===== src/pkg/crb_pkg.sv =====
// Package: constants and carrier types for the reset, interrupt and bus control block.
`default_nettype none

package crb_pkg;

	// =====================================================================
	// Vector and fixed addresses
	localparam logic [15:0] VEC_RESET_LO   = 16'hFFFC;
	localparam logic [15:0] VEC_RESET_HI   = 16'hFFFD;
	localparam logic [15:0] VEC_IRQ_LO     = 16'hFFFE;
	localparam logic [15:0] VEC_IRQ_HI     = 16'hFFFF;
	localparam logic [7:0]  STACK_PAGE     = 8'h01;
	localparam logic [15:0] BANK_EXEC_ADDR = 16'h0000;
	localparam logic [15:0] BANK_IND_ADDR  = 16'h0001;
	localparam int          BANK_BITS      = 4;
	localparam logic [3:0]  BANK_RESET     = 4'hF;

	// =====================================================================
	// Timing
	localparam int          CLK_PERIOD_NS   = 100;
	localparam logic [2:0]  INIT_CYCLES     = 3'h6;
	localparam logic [1:0]  RST_LOW_MIN     = 2'h2;
	localparam int          RDY_WINDOW_NS   = 100;
	localparam int          RDY_WINDOW_CLKS = (RDY_WINDOW_NS / CLK_PERIOD_NS) < 1 ? 1 :
		(RDY_WINDOW_NS / CLK_PERIOD_NS);
	// One bus cycle is four clocks: two of phase one, two of phase two.
	localparam logic [1:0]  CNT_LAST        = 2'h3;
	localparam logic [1:0]  PH2_START       = 2'h2;
	localparam logic [1:0]  READY_SAMPLE    = 2'(int'(PH2_START) + RDY_WINDOW_CLKS - 1);
	// Synchroniser reset: reset pin low, interrupt high, ready high, enable low, data zero.
	localparam logic [11:0] SYNC_RESET      = 12'h600;

	// =====================================================================
	// Types
	typedef enum logic [3:0] {
		ST_HOLD, ST_INIT, ST_RVEC_LO, ST_RVEC_HI, ST_RUN,
		ST_PUSH_PCH, ST_PUSH_PCL, ST_PUSH_P, ST_IVEC_LO, ST_IVEC_HI
	} crb_state_t;

	typedef struct packed {
		logic        active;
		logic        we;
		logic        ind;
		logic [15:0] addr;
		logic [7:0]  wdata;
	} crb_cyc_t;

	typedef struct packed {
		logic [15:0] addr;
		logic        addr_oe;
		logic [7:0]  data;
		logic        data_oe;
		logic        rw;
		logic        rw_oe;
	} crb_bus_t;

	typedef struct packed {
		logic [3:0] exec_bank;
		logic [3:0] ind_bank;
	} crb_bank_st_t;

	typedef struct packed {
		crb_state_t  st;
		logic [1:0]  cnt;
		logic [2:0]  init_n;
		logic [1:0]  low_n;
		logic        rw_valid;
		logic        rst_prev;
		logic        i_flag;
		logic        irq_pend;
		logic        rdy_low;
		logic        halted;
		logic        ack;
		logic        pc_load;
		logic        irq_taken;
		crb_cyc_t    cyc;
		logic [7:0]  rdata;
		logic [15:0] pc;
		logic [7:0]  sp;
		logic [7:0]  stat;
	} crb_ctl_st_t;

endpackage : crb_pkg

`default_nettype wire


===== src/hw/crb_sync.sv =====
// Two-stage synchroniser for pin inputs.
`default_nettype none

module crb_sync #(
	parameter int               WIDTH     = 1,
	parameter logic [WIDTH-1:0] RESET_VAL = '0
) (
	// Clock and reset
	input  wire logic             clk_sys,
	input  wire logic             reset,
	// Pins in, synchronised out
	input  wire logic [WIDTH-1:0] din,
	output logic      [WIDTH-1:0] dout
);

	// =====================================================================
	// State: stage 0 is read only by stage 1.
	logic [1:0][WIDTH-1:0] q;
	logic [1:0][WIDTH-1:0] d;

	always_comb begin
		d[0] = din;
		d[1] = q[0];
	end

	always_ff @(posedge clk_sys) begin
		if (reset) begin
			q <= {RESET_VAL, RESET_VAL};
		end else begin
			q <= d;
		end
	end

	assign dout = q[1];

endmodule : crb_sync

`default_nettype wire


===== src/hw/crb_bank.sv =====
// Bank register pair that extends the address space by four bits.
`default_nettype none

module crb_bank (
	// Clock and reset
	input  wire logic                            clk_sys,
	input  wire logic                            reset,
	input  wire logic                            reset_input_s,
	// Register write port
	input  wire logic                            wr_en,
	input  wire logic                            wr_sel_ind,
	input  wire logic [crb_pkg::BANK_BITS-1:0]   wr_data,
	// Bank selection
	input  wire logic                            use_ind,
	output logic      [crb_pkg::BANK_BITS-1:0]   bank_select_outputs,
	output logic      [crb_pkg::BANK_BITS-1:0]   exec_val,
	output logic      [crb_pkg::BANK_BITS-1:0]   ind_val
);

	crb_pkg::crb_bank_st_t q;
	crb_pkg::crb_bank_st_t d;

	always_comb begin
		d = q;
		if (!reset_input_s) begin
			d = '{exec_bank: crb_pkg::BANK_RESET, ind_bank: crb_pkg::BANK_RESET};
		end else if (wr_en) begin
			if (wr_sel_ind) begin
				d.ind_bank = wr_data;
			end else begin
				d.exec_bank = wr_data;
			end
		end
	end

	always_ff @(posedge clk_sys) begin
		if (reset) begin
			q <= '{exec_bank: crb_pkg::BANK_RESET, ind_bank: crb_pkg::BANK_RESET};
		end else begin
			q <= d;
		end
	end

	// These pins stay driven whatever the bus enable does. [RULE_21]
	assign bank_select_outputs = use_ind ? q.ind_bank : q.exec_bank; // [RULE_20]
	assign exec_val            = q.exec_bank;
	assign ind_val             = q.ind_bank;

endmodule : crb_bank

`default_nettype wire


===== src/hw/crb_ctrl.sv =====
// Reset, interrupt and bus control of an 8-bit processor with a banked address space.
`default_nettype none

// What this block does
// RULE_01: No read or write transfer while the reset pin is low.
// RULE_02: Rising reset pin starts the reset sequence at once.
// RULE_03: Six idle cycles, then set mask and fetch vector FFFC/FFFD.
// RULE_04: System holds reset low two cycles after power is good.
// RULE_05: After two low cycles the direction output becomes valid.
// RULE_06: Interrupt waits for the current instruction to finish.
// RULE_07: Interrupt taken at completion only if the mask flag is clear.
// RULE_08: Interrupt entry pushes program counter and status on the stack.
// RULE_09: Mask flag set after state is saved.
// RULE_10: Program counter then loaded from FFFE low and FFFF high.
// RULE_11: Address, data and direction driven only while bus enable is high.
// RULE_12: Bus enable low puts the address drivers in high impedance.
// RULE_13: Direction output high except during write cycles.
// RULE_14: Ready low in the sample window halts with the address held.
// RULE_15: Halt persists each cycle ready stays low; resumes when high.
// RULE_16: Ready low in a write cycle waits for the next read.
// RULE_17: System supplies two non-overlapping clock phases.
// RULE_18: Eight-bit two-way data bus with tri-state drivers.
// RULE_19: Sixteen-bit tri-state address bus for shared memory.
// RULE_20: Four bank bits from a register extend reach to one megabyte.
// RULE_21: Bank outputs are never tri-stated nor gated by bus enable.
// RULE_22: Reset vector low byte from lower address, high byte from next.
module crb_ctrl (
	// Clock and reset
	input  wire logic                 clk_sys,
	input  wire logic                 reset,
	// Pins
	input  wire logic                 reset_input_n,
	input  wire logic                 irq_n,
	input  wire logic                 ready,
	input  wire logic                 bus_output_enable,
	input  wire logic [7:0]           data_in,
	output crb_pkg::crb_bus_t         bus,
	output logic      [3:0]           bank_select_outputs,
	// Core bus requests
	input  wire crb_pkg::crb_cyc_t    core_req,
	output logic                      core_ready,
	output logic                      core_ack,
	output logic      [7:0]           core_rdata,
	// Core execution state
	input  wire logic                 core_instr_done,
	input  wire logic [15:0]          core_pc,
	input  wire logic [7:0]           core_sp,
	input  wire logic [7:0]           core_status,
	input  wire logic                 core_mask_set,
	input  wire logic                 core_mask_clr,
	// Sequence results
	output logic                      pc_load,
	output logic      [15:0]          pc_value,
	output logic                      irq_taken,
	output logic                      int_mask,
	output logic                      phase_two,
	output logic                      halted
);

	// =====================================================================
	// Helpers
	function automatic crb_pkg::crb_cyc_t mk_cyc(input logic [15:0] addr, input logic we,
		input logic [7:0] wdata);
		mk_cyc = '{active: 1'b1, we: we, ind: 1'b0, addr: addr, wdata: wdata};
	endfunction : mk_cyc

	function automatic logic [15:0] stack_addr(input logic [7:0] sp, input logic [1:0] off);
		stack_addr = {crb_pkg::STACK_PAGE, sp - {6'h00, off}};
	endfunction : stack_addr

	function automatic logic is_bank(input logic [15:0] addr);
		is_bank = (addr == crb_pkg::BANK_EXEC_ADDR) || (addr == crb_pkg::BANK_IND_ADDR);
	endfunction : is_bank

	localparam crb_pkg::crb_cyc_t    CYC_IDLE  = '0;
	localparam crb_pkg::crb_ctl_st_t CTL_RESET = '{st: crb_pkg::ST_HOLD, default: '0};

	// =====================================================================
	// Pin synchronisation
	logic [11:0] sync_w;
	logic        rst_s;
	logic        irq_s_n;
	logic        ready_s;
	logic        aec_s;
	logic [7:0]  data_s;

	crb_sync #(
		.WIDTH     (12),
		.RESET_VAL (crb_pkg::SYNC_RESET)
	) u_sync (
		.clk_sys (clk_sys),
		.reset   (reset),
		.din     ({reset_input_n, irq_n, ready, bus_output_enable, data_in}),
		.dout    (sync_w)
	);

	assign rst_s   = sync_w[11];
	assign irq_s_n = sync_w[10];
	assign ready_s = sync_w[9];
	assign aec_s   = sync_w[8];
	assign data_s  = sync_w[7:0];

	// =====================================================================
	// Bank registers
	crb_pkg::crb_ctl_st_t q;
	crb_pkg::crb_ctl_st_t d;
	logic       bank_wr;
	logic [3:0] exec_val;
	logic [3:0] ind_val;

	assign bank_wr = rst_s && q.rst_prev && (q.cnt == crb_pkg::CNT_LAST) && q.cyc.active
		&& q.cyc.we && (q.st == crb_pkg::ST_RUN) && is_bank(q.cyc.addr);

	crb_bank u_bank (
		.clk_sys             (clk_sys),
		.reset               (reset),
		.reset_input_s       (rst_s),
		.wr_en               (bank_wr),
		.wr_sel_ind          (q.cyc.addr[0]),
		.wr_data             (q.cyc.wdata[3:0]),
		.use_ind             (q.cyc.active && q.cyc.ind),
		.bank_select_outputs (bank_select_outputs),
		.exec_val            (exec_val),
		.ind_val             (ind_val)
	);

	// =====================================================================
	// Sequencer
	logic       cyc_end;
	logic       stall;
	logic       req_take;
	logic [7:0] rd_byte;

	assign cyc_end = q.cnt == crb_pkg::CNT_LAST;
	// A read in which ready was seen low repeats; writes never stall. [RULE_14] [RULE_16]
	assign stall   = q.cyc.active && !q.cyc.we && q.rdy_low;
	assign core_ready = rst_s && q.rst_prev && (q.st == crb_pkg::ST_RUN) && cyc_end && !stall
		&& !q.irq_pend;
	assign req_take = core_ready && core_req.active;
	// Bank registers read back with the upper four data bits as zero.
	assign rd_byte = is_bank(q.cyc.addr) ? {4'h0, q.cyc.addr[0] ? ind_val : exec_val} : data_s;

	always_comb begin
		d           = q;
		d.ack       = 1'b0;
		d.pc_load   = 1'b0;
		d.irq_taken = 1'b0;
		d.cnt       = q.cnt + 2'h1;
		d.rst_prev  = rst_s;
		if (q.cnt == crb_pkg::READY_SAMPLE) begin
			d.rdy_low = !ready_s; // [RULE_14] [RULE_15]
		end
		if (core_mask_clr) begin
			d.i_flag = 1'b0;
		end
		if (core_mask_set) begin
			d.i_flag = 1'b1;
		end
		// The request is looked at only when an instruction completes. [RULE_06] [RULE_07]
		if ((q.st == crb_pkg::ST_RUN) && core_instr_done && !irq_s_n && !q.i_flag) begin
			d.irq_pend = 1'b1;
		end
		if (!rst_s) begin
			d.st       = crb_pkg::ST_HOLD;
			d.cyc      = CYC_IDLE; // [RULE_01]
			d.halted   = 1'b0;
			d.irq_pend = 1'b0;
			if (q.low_n != crb_pkg::RST_LOW_MIN) begin
				d.low_n = q.low_n + 2'h1;
			end else begin
				d.rw_valid = 1'b1; // [RULE_05]
			end
		end else if (!q.rst_prev) begin
			// Restart the cycle count so the sequence begins on this edge. [RULE_02]
			d.st     = crb_pkg::ST_INIT;
			d.init_n = 3'h0;
			d.cnt    = 2'h0;
		end else if (cyc_end) begin
			if (stall) begin
				d.halted = 1'b1; // [RULE_15]
			end else begin
				d.halted = 1'b0;
				d.cyc    = CYC_IDLE;
				case (q.st)
					crb_pkg::ST_INIT: begin
						if (q.init_n == crb_pkg::INIT_CYCLES - 3'h1) begin
							d.i_flag = 1'b1; // [RULE_03]
							d.st     = crb_pkg::ST_RVEC_LO;
							d.cyc    = mk_cyc(crb_pkg::VEC_RESET_LO, 1'b0, 8'h00);
						end else begin
							d.init_n = q.init_n + 3'h1;
						end
					end
					crb_pkg::ST_RVEC_LO: begin
						d.pc[7:0] = rd_byte; // [RULE_22]
						d.st      = crb_pkg::ST_RVEC_HI;
						d.cyc     = mk_cyc(crb_pkg::VEC_RESET_HI, 1'b0, 8'h00);
					end
					crb_pkg::ST_RVEC_HI: begin
						d.pc[15:8] = rd_byte; // [RULE_03] [RULE_22]
						d.pc_load  = 1'b1;
						d.st       = crb_pkg::ST_RUN;
					end
					crb_pkg::ST_RUN: begin
						if (q.cyc.active) begin
							d.ack   = 1'b1;
							d.rdata = rd_byte; // [RULE_18]
						end
						if (q.irq_pend) begin
							d.irq_pend = 1'b0;
							d.pc       = core_pc;
							d.sp       = core_sp;
							d.stat     = core_status;
							d.st       = crb_pkg::ST_PUSH_PCH;
							d.cyc      = mk_cyc(stack_addr(core_sp, 2'h0), 1'b1, core_pc[15:8]); // [RULE_08]
						end else if (req_take) begin
							d.cyc = core_req;
						end
					end
					crb_pkg::ST_PUSH_PCH: begin
						d.st  = crb_pkg::ST_PUSH_PCL;
						d.cyc = mk_cyc(stack_addr(q.sp, 2'h1), 1'b1, q.pc[7:0]); // [RULE_08]
					end
					crb_pkg::ST_PUSH_PCL: begin
						d.st  = crb_pkg::ST_PUSH_P;
						d.cyc = mk_cyc(stack_addr(q.sp, 2'h2), 1'b1, q.stat); // [RULE_08]
					end
					crb_pkg::ST_PUSH_P: begin
						d.i_flag = 1'b1; // [RULE_09]
						d.st     = crb_pkg::ST_IVEC_LO;
						d.cyc    = mk_cyc(crb_pkg::VEC_IRQ_LO, 1'b0, 8'h00); // [RULE_10]
					end
					crb_pkg::ST_IVEC_LO: begin
						d.pc[7:0] = rd_byte;
						d.st      = crb_pkg::ST_IVEC_HI;
						d.cyc     = mk_cyc(crb_pkg::VEC_IRQ_HI, 1'b0, 8'h00); // [RULE_10]
					end
					crb_pkg::ST_IVEC_HI: begin
						d.pc[15:8]  = rd_byte; // [RULE_10]
						d.pc_load   = 1'b1;
						d.irq_taken = 1'b1;
						d.st        = crb_pkg::ST_RUN;
					end
					default: begin
						d.st = crb_pkg::ST_HOLD;
					end
				endcase
			end
		end
	end

	always_ff @(posedge clk_sys) begin
		if (reset) begin
			q <= CTL_RESET;
		end else begin
			q <= d;
		end
	end

	// =====================================================================
	// Pin drivers
	always_comb begin
		bus.addr    = q.cyc.addr; // [RULE_14]
		bus.addr_oe = aec_s; // [RULE_12] [RULE_19]
		bus.data    = q.cyc.wdata;
		bus.data_oe = aec_s && rst_s && q.cyc.active && q.cyc.we && (q.cnt >= crb_pkg::PH2_START); // [RULE_11]
		bus.rw      = !(rst_s && q.cyc.active && q.cyc.we); // [RULE_13] [RULE_01]
		bus.rw_oe   = aec_s && q.rw_valid; // [RULE_11] [RULE_05]
	end

	assign core_ack   = q.ack;
	assign core_rdata = q.rdata;
	assign pc_load    = q.pc_load;
	assign pc_value   = q.pc;
	assign irq_taken  = q.irq_taken;
	assign int_mask   = q.i_flag;
	// Phases are derived from the cycle count; the two never overlap. [RULE_17]
	assign phase_two  = q.cnt >= crb_pkg::PH2_START;
	assign halted     = q.halted;
endmodule : crb_ctrl

`default_nettype wire


===== config.mk =====
export PLATFORM = sky130hd
export DESIGN_NAME = crb_ctrl
export DESIGN_NICKNAME = d
export VERILOG_FILES = /design/src/pkg/crb_pkg.sv /design/src/hw/crb_sync.sv /design/src/hw/crb_bank.sv /design/src/hw/crb_ctrl.sv
export SDC_FILE = /design/constraint.sdc
export NUM_CORES = 1
export LEC_CHECK = 0
export ABC_AREA = 1
export BUFFER_PORTS_ARGS = -buffer_cell sky130_fd_sc_hd__buf_2
export CAP_MARGIN = 10
export CORE_ASPECT_RATIO = 0.75
export CORE_MARGIN = 2
export CORE_UTILIZATION = 50
export CTS_CLUSTER_SIZE = 28
export DETAILED_ROUTE_END_ITERATION = 10
export PLACE_DENSITY_LB_ADDON = 0.12
export SYNTH_ARGS = -nofsm -noshare
export SYNTH_HDL_FRONTEND = slang
export SYNTH_SLANG_ARGS = --single-unit

===== constraint.sdc =====
create_clock -name clk_sys -period 2.95 [get_ports clk_sys]
set_input_delay 0.295 -clock clk_sys [delete_from_list [all_inputs] [get_ports clk_sys]]
set_output_delay 0.295 -clock clk_sys [all_outputs]
set_load 0.1 [all_outputs]

==> impl_metrics.json, run 1 <==
{
  "grt_use_total_pct": 26.3,
  "critical_path_class": "register to primary output",
  "drtPass1Iterations": 5,
  "std_cell_rows": 34,
  "coreArea_um2": 11600,
  "cts_tree": "built",
  "num_io_pins": 139,
  "setup_viol": 0,
  "layout.nets": 1055,
  "synth_fa_ha_area_share_pct": 1.68,
  "routabilityCongestion": 0.954,
  "die_height_um": 98.5,
  "viasPerCell": 5.05,
  "start_util_pct": 51.3,
  "crit_start": "q[86]",
  "die_w_um": 130,
  "yosysTopAreaCellShare_pct": 40.0,
  "slew_headroom_pct": 55.2,
  "grt.overflow.total": 0,
  "crit_end": "core_ready",
  "die_area_um2": 12800,
  "end_kind": "primary output",
  "cp_max_fo": 16,
  "drc": 0,
  "synthSimpleGateAreaFrac_pct": 31.4,
  "worst_pin_slew_ns": 0.670,
  "synth.area.mux_share_pct": 0,
  "final_layout_size_suffix_gt1_share_pct": 21.4,
  "port_buffers": 138,
  "via_count": 5785,
  "detail_route.wl_per_cell_um": 14.3,
  "num-fill-cells": 1147,
  "rsz0062_at_grt": "no",
  "synth_xor_area_share_pct": 0.294,
  "crit_arrival_ns": 2.24,
  "post-dp-hpwl_um": 12200,
  "drtAntennaViolNets": 0,
  "ir_drop_mv": 0.395,
  "synth.largest_area_cell": "dfxtp_1",
  "grt_max_degree": 40,
  "antenna_cells": 0,
  "cts.htree.levels": 4,
  "cap_violations": 0,
  "finalMaxSlewViolations": 0,
  "period_share_pct": 86.1,
  "start_kind": "register",
  "status": "finished clean",
  "min-delay-path-class": "input pin to register",
  "layout_commonest_cell": "nand2_1",
  "clock_sinks": 119,
  "power_density_nw_per_um2": 566,
  "dp_slack_ns": 0.695,
  "multi_input_area_um2": 2720,
  "place_inst": 1114,
  "fin_tns_setup_ns": 0,
  "postSynthNetCount": 966,
  "seq_area_um2": 2380,
  "instances_no_fill": 1146,
  "routed_wl_um": 16400,
  "synth_area_leaders": "dfxtp_1, nand2_1, nor2_1, buf_4, nand3_1",
  "synthToLayoutAreaGrowth_pct": 17.9,
  "synth_top_family_by_area": "simple AND/OR/NAND/NOR gates",
  "cts_hold_buffers": 0,
  "grt_pass1_vias": 5172,
  "ys_seq_area_share_pct": 40.0,
  "drtIter0Drc": 489,
  "fin_skew_ns": 0.0111,
  "cts_buffers": 17,
  "synth_area_um2": 5950,
  "fmax_mhz": 394,
  "synth_cell_type_count": 29,
  "grt_pass1_wl_um": 26000,
  "clockRootBuffer": "clkbuf_16",
  "r2r_end": "pc_value[8]",
  "syn_inst": 882,
  "reg2reg_depth": 9,
  "synth-seq-cells": 119,
  "p_leak_nw": 3.45,
  "setup_ws_ns": 0.411,
  "r2r-start": "q[83]",
  "period_needed_ns": 2.54,
  "syn_area_per_cell_um2": 6.75,
  "antenna_found_initial": 0,
  "path_clk_slew_ns": 0.06,
  "post_cts_buffers": 0,
  "clockBufferDepth": 2,
  "synth-compound-area-share_pct": 12.2,
  "r2r_slack_ns": 0.63,
  "final_cell_mix": "nand2_1, buf_2, nor2_1, dfxtp_1, inv_1",
  "worstSkewPairLatency_ns": 0.42,
  "required_ns": 2.65,
  "yosys_warnings": 0,
  "hold_viol_final": 0,
  "cts_resized": 0
}
==> where the power goes <==
part / total (mW) / switching [mW] / internal, mW
logic: 0.190 / 0.118 / 0.0722
clock network: 2.13 / 0.849 / 1.28
registers: 1.66 / 0.0163 / 1.64
total: 3.98 / 0.983 / 2.99
==> routing by layer <==
| layer | wire (um) | GRT usage, % |
|---|---|---|
| met5 | 0 | 0 |
| met4 | 254 | 6.87 |
| met3 | 1230 | 7.11 |
| met2 | 7240 | 41.0 |
| met1 | 7700 | 36.1 |
==> metrics by stage <==
step / total power, mW / hold WS [ns] / utilization [%] / area (um^2)
3_5_place_dp: 1.88 / 0.394 / 55.3 / 6420
3_3_place_gp: 1.88 / 0.389 / 55.3 / 6420
2_1_floorplan: 1.79 / 0.387 / - / 5960
5_1_grt: 4.11 / 0.0493 / 60.5 / 7020
4_1_cts: 4.00 / 0.0443 / 60.5 / 7020
6_report: 3.98 / 0.0543 / 60.5 / 7020
==> Yosys cell counts (all sizes together) <==
cell    count
xor2        2
nand2     223
buf        61
o22ai       7
nor3        4
dfxtp     119
ha          8
nand3      68
nand3b      2
nand4       6
clkbuf     17
a21oi      61
o21a        6
inv        93
nor2      135
or2         7
o21ai      61
o21bai      1
a21boi      1
==> cell families after synthesis <==
| family | Yosys count |
|---|---|
| compound gates | 137 |
| fa+ha+maj | 8 |
| buf+inv | 171 |
| simple gates | 445 |
| flops | 119 |
| xor+xnor | 2 |
==> flip-flops by register name, indices dropped and copies added, names as in the netlist <==
signal and count:
q 34, bus 24, pc_value 16, u_sync.d 12, u_sync.dout 12, core_rdata 8
u_bank.exec_val 4, u_bank.ind_val 4, core_ack 1, halted 1, int_mask 1, irq_taken 1
pc_load 1
==> how the worst min path moves through the flow <==
stage / start / endpoint / slack, ns / depth (start not counted)
4_1_cts: irq_n / u_sync.d[22] / 0.04 / 2
3_3_place_gp: u_sync.d[13] / u_sync.dout[1] / 0.39 / 2
3_5_place_dp: u_sync.d[13] / u_sync.dout[1] / 0.39 / 2
6_report: irq_n / u_sync.d[22] / 0.05 / 2
2_1_floorplan: u_sync.dout[9] / q[71] / 0.39 / 1
5_1_grt: irq_n / u_sync.d[22] / 0.05 / 2
==> cell type report <==
type / count / area share, %
tap: 162 / 2.89
clock inverter: 15 / 2.57
timing repair buffer: 148 / 10.9
clock buffer: 17 / 6.06
inverter: 93 / 4.97
sequential: 119 / 33.9
multi-input combinational: 592 / 38.7
==> critical path, stage by stage, from the launching register on <==
cell	delay, ns
dfxtp_1	0.35
inv_2	0.07
nand2_1	0.10
nor2_4	0.38
nand3_2	0.21
nor2_2	0.23
buf_2	0.47
No activity file was read; power rests on OpenSTA's default activity.
==> run 2, diff against run 1 <==
==> constraint.sdc (replaced) <==
create_clock -name clk_sys -period 3.2 [get_ports clk_sys]
set_input_delay 0.32 -clock clk_sys [delete_from_list [all_inputs] [get_ports clk_sys]]
set_output_delay 0.32 -clock clk_sys [all_outputs]
set_load 0.1 [all_outputs]
==> run 2 against run 1 <==
  * Register-to-register slack better by 0.25 ns
  * Critical path depth did not move
  * Sequential power fell by 8%
  * Utilization decreased by 0.50 points
  * Highest routed layer unchanged
  * Largest power group unchanged
  * Worst hold slack improved by 0.014 ns
  * Flip-flop and latch count did not move
  * Cell count decreased by 0.35%
  * First-iteration DRC count shrank 26%
  * Critical endpoint unchanged
  * Non-clock buffer count is 4 lower
  * Clock power is 11% lower
==> impl_metrics.json, run 2 (synthesis gave the netlist of run 1 again) <==
{
  "critical_path_class": "register to primary output",
  "fin_tns_setup_ns": 0,
  "r2r_end": "bus[25]",
  "dp_slack_ns": 0.847,
  "final_layout_size_suffix_gt1_share_pct": 21.0,
  "grt_use_total_pct": 26.7,
  "power_density_nw_per_um2": 515,
  "setup_viol": 0,
  "fin_util_pct": 60.0,
  "rsz0062_at_grt": "no",
  "cp_max_fo": 16,
  "port_buffers": 138,
  "p_seq_share_pct": 42.6,
  "routabilityCongestion": 0.942,
  "cts_buffers": 17,
  "worst_pin_slew_ns": 1.03,
  "internal_power_mw": 2.68,
  "grt.overflow.total": 0,
  "cpLargestDelayFamily": "simple AND/OR/NAND/NOR gates",
  "worstSkewPairLatency_ns": 0.43,
  "synthToLayoutAreaGrowth_pct": 17.0,
  "via_count": 5750,
  "ir_drop_mv": 0.369,
  "post-dp-hpwl_um": 12000,
  "viasPerCell": 5.04,
  "hold_start": "irq_n",
  "max_stage_delay_ns": 0.48,
  "cts.htree.levels": 4,
  "final_cell_mix": "nand2_1, buf_2, nor2_1, dfxtp_1, inv_1",
  "die_area_um2": 12800,
  "antenna_found_initial": 0,
  "hold_depth": 2,
  "clkPwrFrac_pct": 52.7,
  "cts_tree": "built",
  "post_cts_buffers": 0,
  "switching_share_pct": 25.4,
  "start_util_pct": 51.3,
  "cap_violations": 0,
  "die_height_um": 98.5,
  "reg2reg_depth": 7,
  "required_ns": 2.88,
  "status": "finished clean",
  "hold_viol_final": 0,
  "cts_resized": 0,
  "drtAntennaViolNets": 0,
  "p_leak_nw": 3.42,
  "num-fill-cells": 1120,
  "num_io_pins": 139,
  "fin_skew_ns": 0.0154,
  "grt_pass1_wl_um": 26900,
  "largest-register": "q",
  "layout_commonest_cell": "nand2_1",
  "clock_sinks": 119,
  "slew_headroom_pct": 31.0,
  "clockRootBuffer": "clkbuf_16",
  "crit_arrival_ns": 2.30,
  "path_cells": "inv_2 -> nand2_1 -> nor2_4 -> nand3_2 -> nor2_2 -> buf_2",
  "min-delay-path-class": "input pin to register",
  "layout.nets": 1051,
  "finalMaxSlewViolations": 0,
  "drc": 0,
  "detail_route.wl_per_cell_um": 14.4,
  "start_kind": "register",
  "r2r_slack_ns": 0.88,
  "drtIter0Drc": 361,
  "period_share_pct": 81.8,
  "grt_max_degree": 41,
  "setup_ws_ns": 0.582,
  "clockBufferDepth": 2,
  "grt_pass1_vias": 5466,
  "path_clk_slew_ns": 0.07,
  "pwr-share-comb_pct": 4.7,
  "period_needed_ns": 2.62,
  "worst-path-buf-inv": 2,
  "drtPass1Iterations": 5,
  "antenna_cells": 0,
  "fmax_mhz": 382,
  "crit_path_top_delay_cell": "buf_2",
  "coreArea_um2": 11600,
  "cts_hold_buffers": 0,
  "power.switching_mw": 0.911,
  "end_kind": "primary output",
  "routed_wl_um": 16400,
  "die_w_um": 130,
  "min_to": "u_sync.d[22]",
  "std_cell_rows": 34,
  "r2r-start": "u_sync.dout[11]",
  "largest_reg_flops": 34
}
-- run 2: cell types whose count changed in the layout (fill, tap and decap cells not counted), sizes merged --
cell	before	now
buf	148	144
bufinv	2	1
clkinv	2	3
-- run 2: worst max-delay path by stage --
stage                     cells after the start  slack [ns]         end            start
final                                         6        0.58  core_ready            q[86]
after global routing                          6        0.49  core_ready            q[86]
after CTS                                     6        0.61  core_ready            q[82]
after detailed placement                      7        0.85     bus[18]            reset
after global placement                        7        0.92     bus[26]            reset
after floorplan                               3        0.06      bus[2]  u_sync.dout[11]
-- run 2: cell type report --
type	count	area (um^2)	area share (%)
multi-input combinational	592	2720	39.0
sequential	119	2380	34.2
timing repair buffer	144	736	10.6
clock buffer	17	425	6.11
inverter	93	349	5.01
tap	162	203	2.91
clock inverter	15	155	2.23
-- run 2: per-stage QoR --
step	instances	instance area [um^2]	power [mW]	hold WS, ns
after floorplan	882	5950	1.65	0.387
after global placement	1110	6380	1.73	0.391
after detailed placement	1110	6380	1.73	0.395
after CTS	1142	6970	3.60	0.0681
after global routing	1142	6970	3.70	0.0660
final	1142	6970	3.59	0.0683
-- run 2: power by group through the flow --
stage | clock (mW) | sequential (mW) | combinational (mW)
2_1_floorplan | 0 | 1.56 | 0.0938
3_3_place_gp | 0 | 1.56 | 0.167
3_5_place_dp | 0 | 1.56 | 0.170
4_1_cts | 1.90 | 1.53 | 0.171
5_1_grt | 1.98 | 1.53 | 0.190
6_report | 1.89 | 1.53 | 0.170
-- run 2: metal layers --
metal | vias to the layer above | wire, um | GRT usage (%)
met5 | - | 0 | 0
met2 | 205 | 7370 | 41.9
li1 | 2922 | - | -
met4 | 0 | 229 | 8.19
met1 | 2601 | 7760 | 36.3
met3 | 22 | 1060 | 6.89
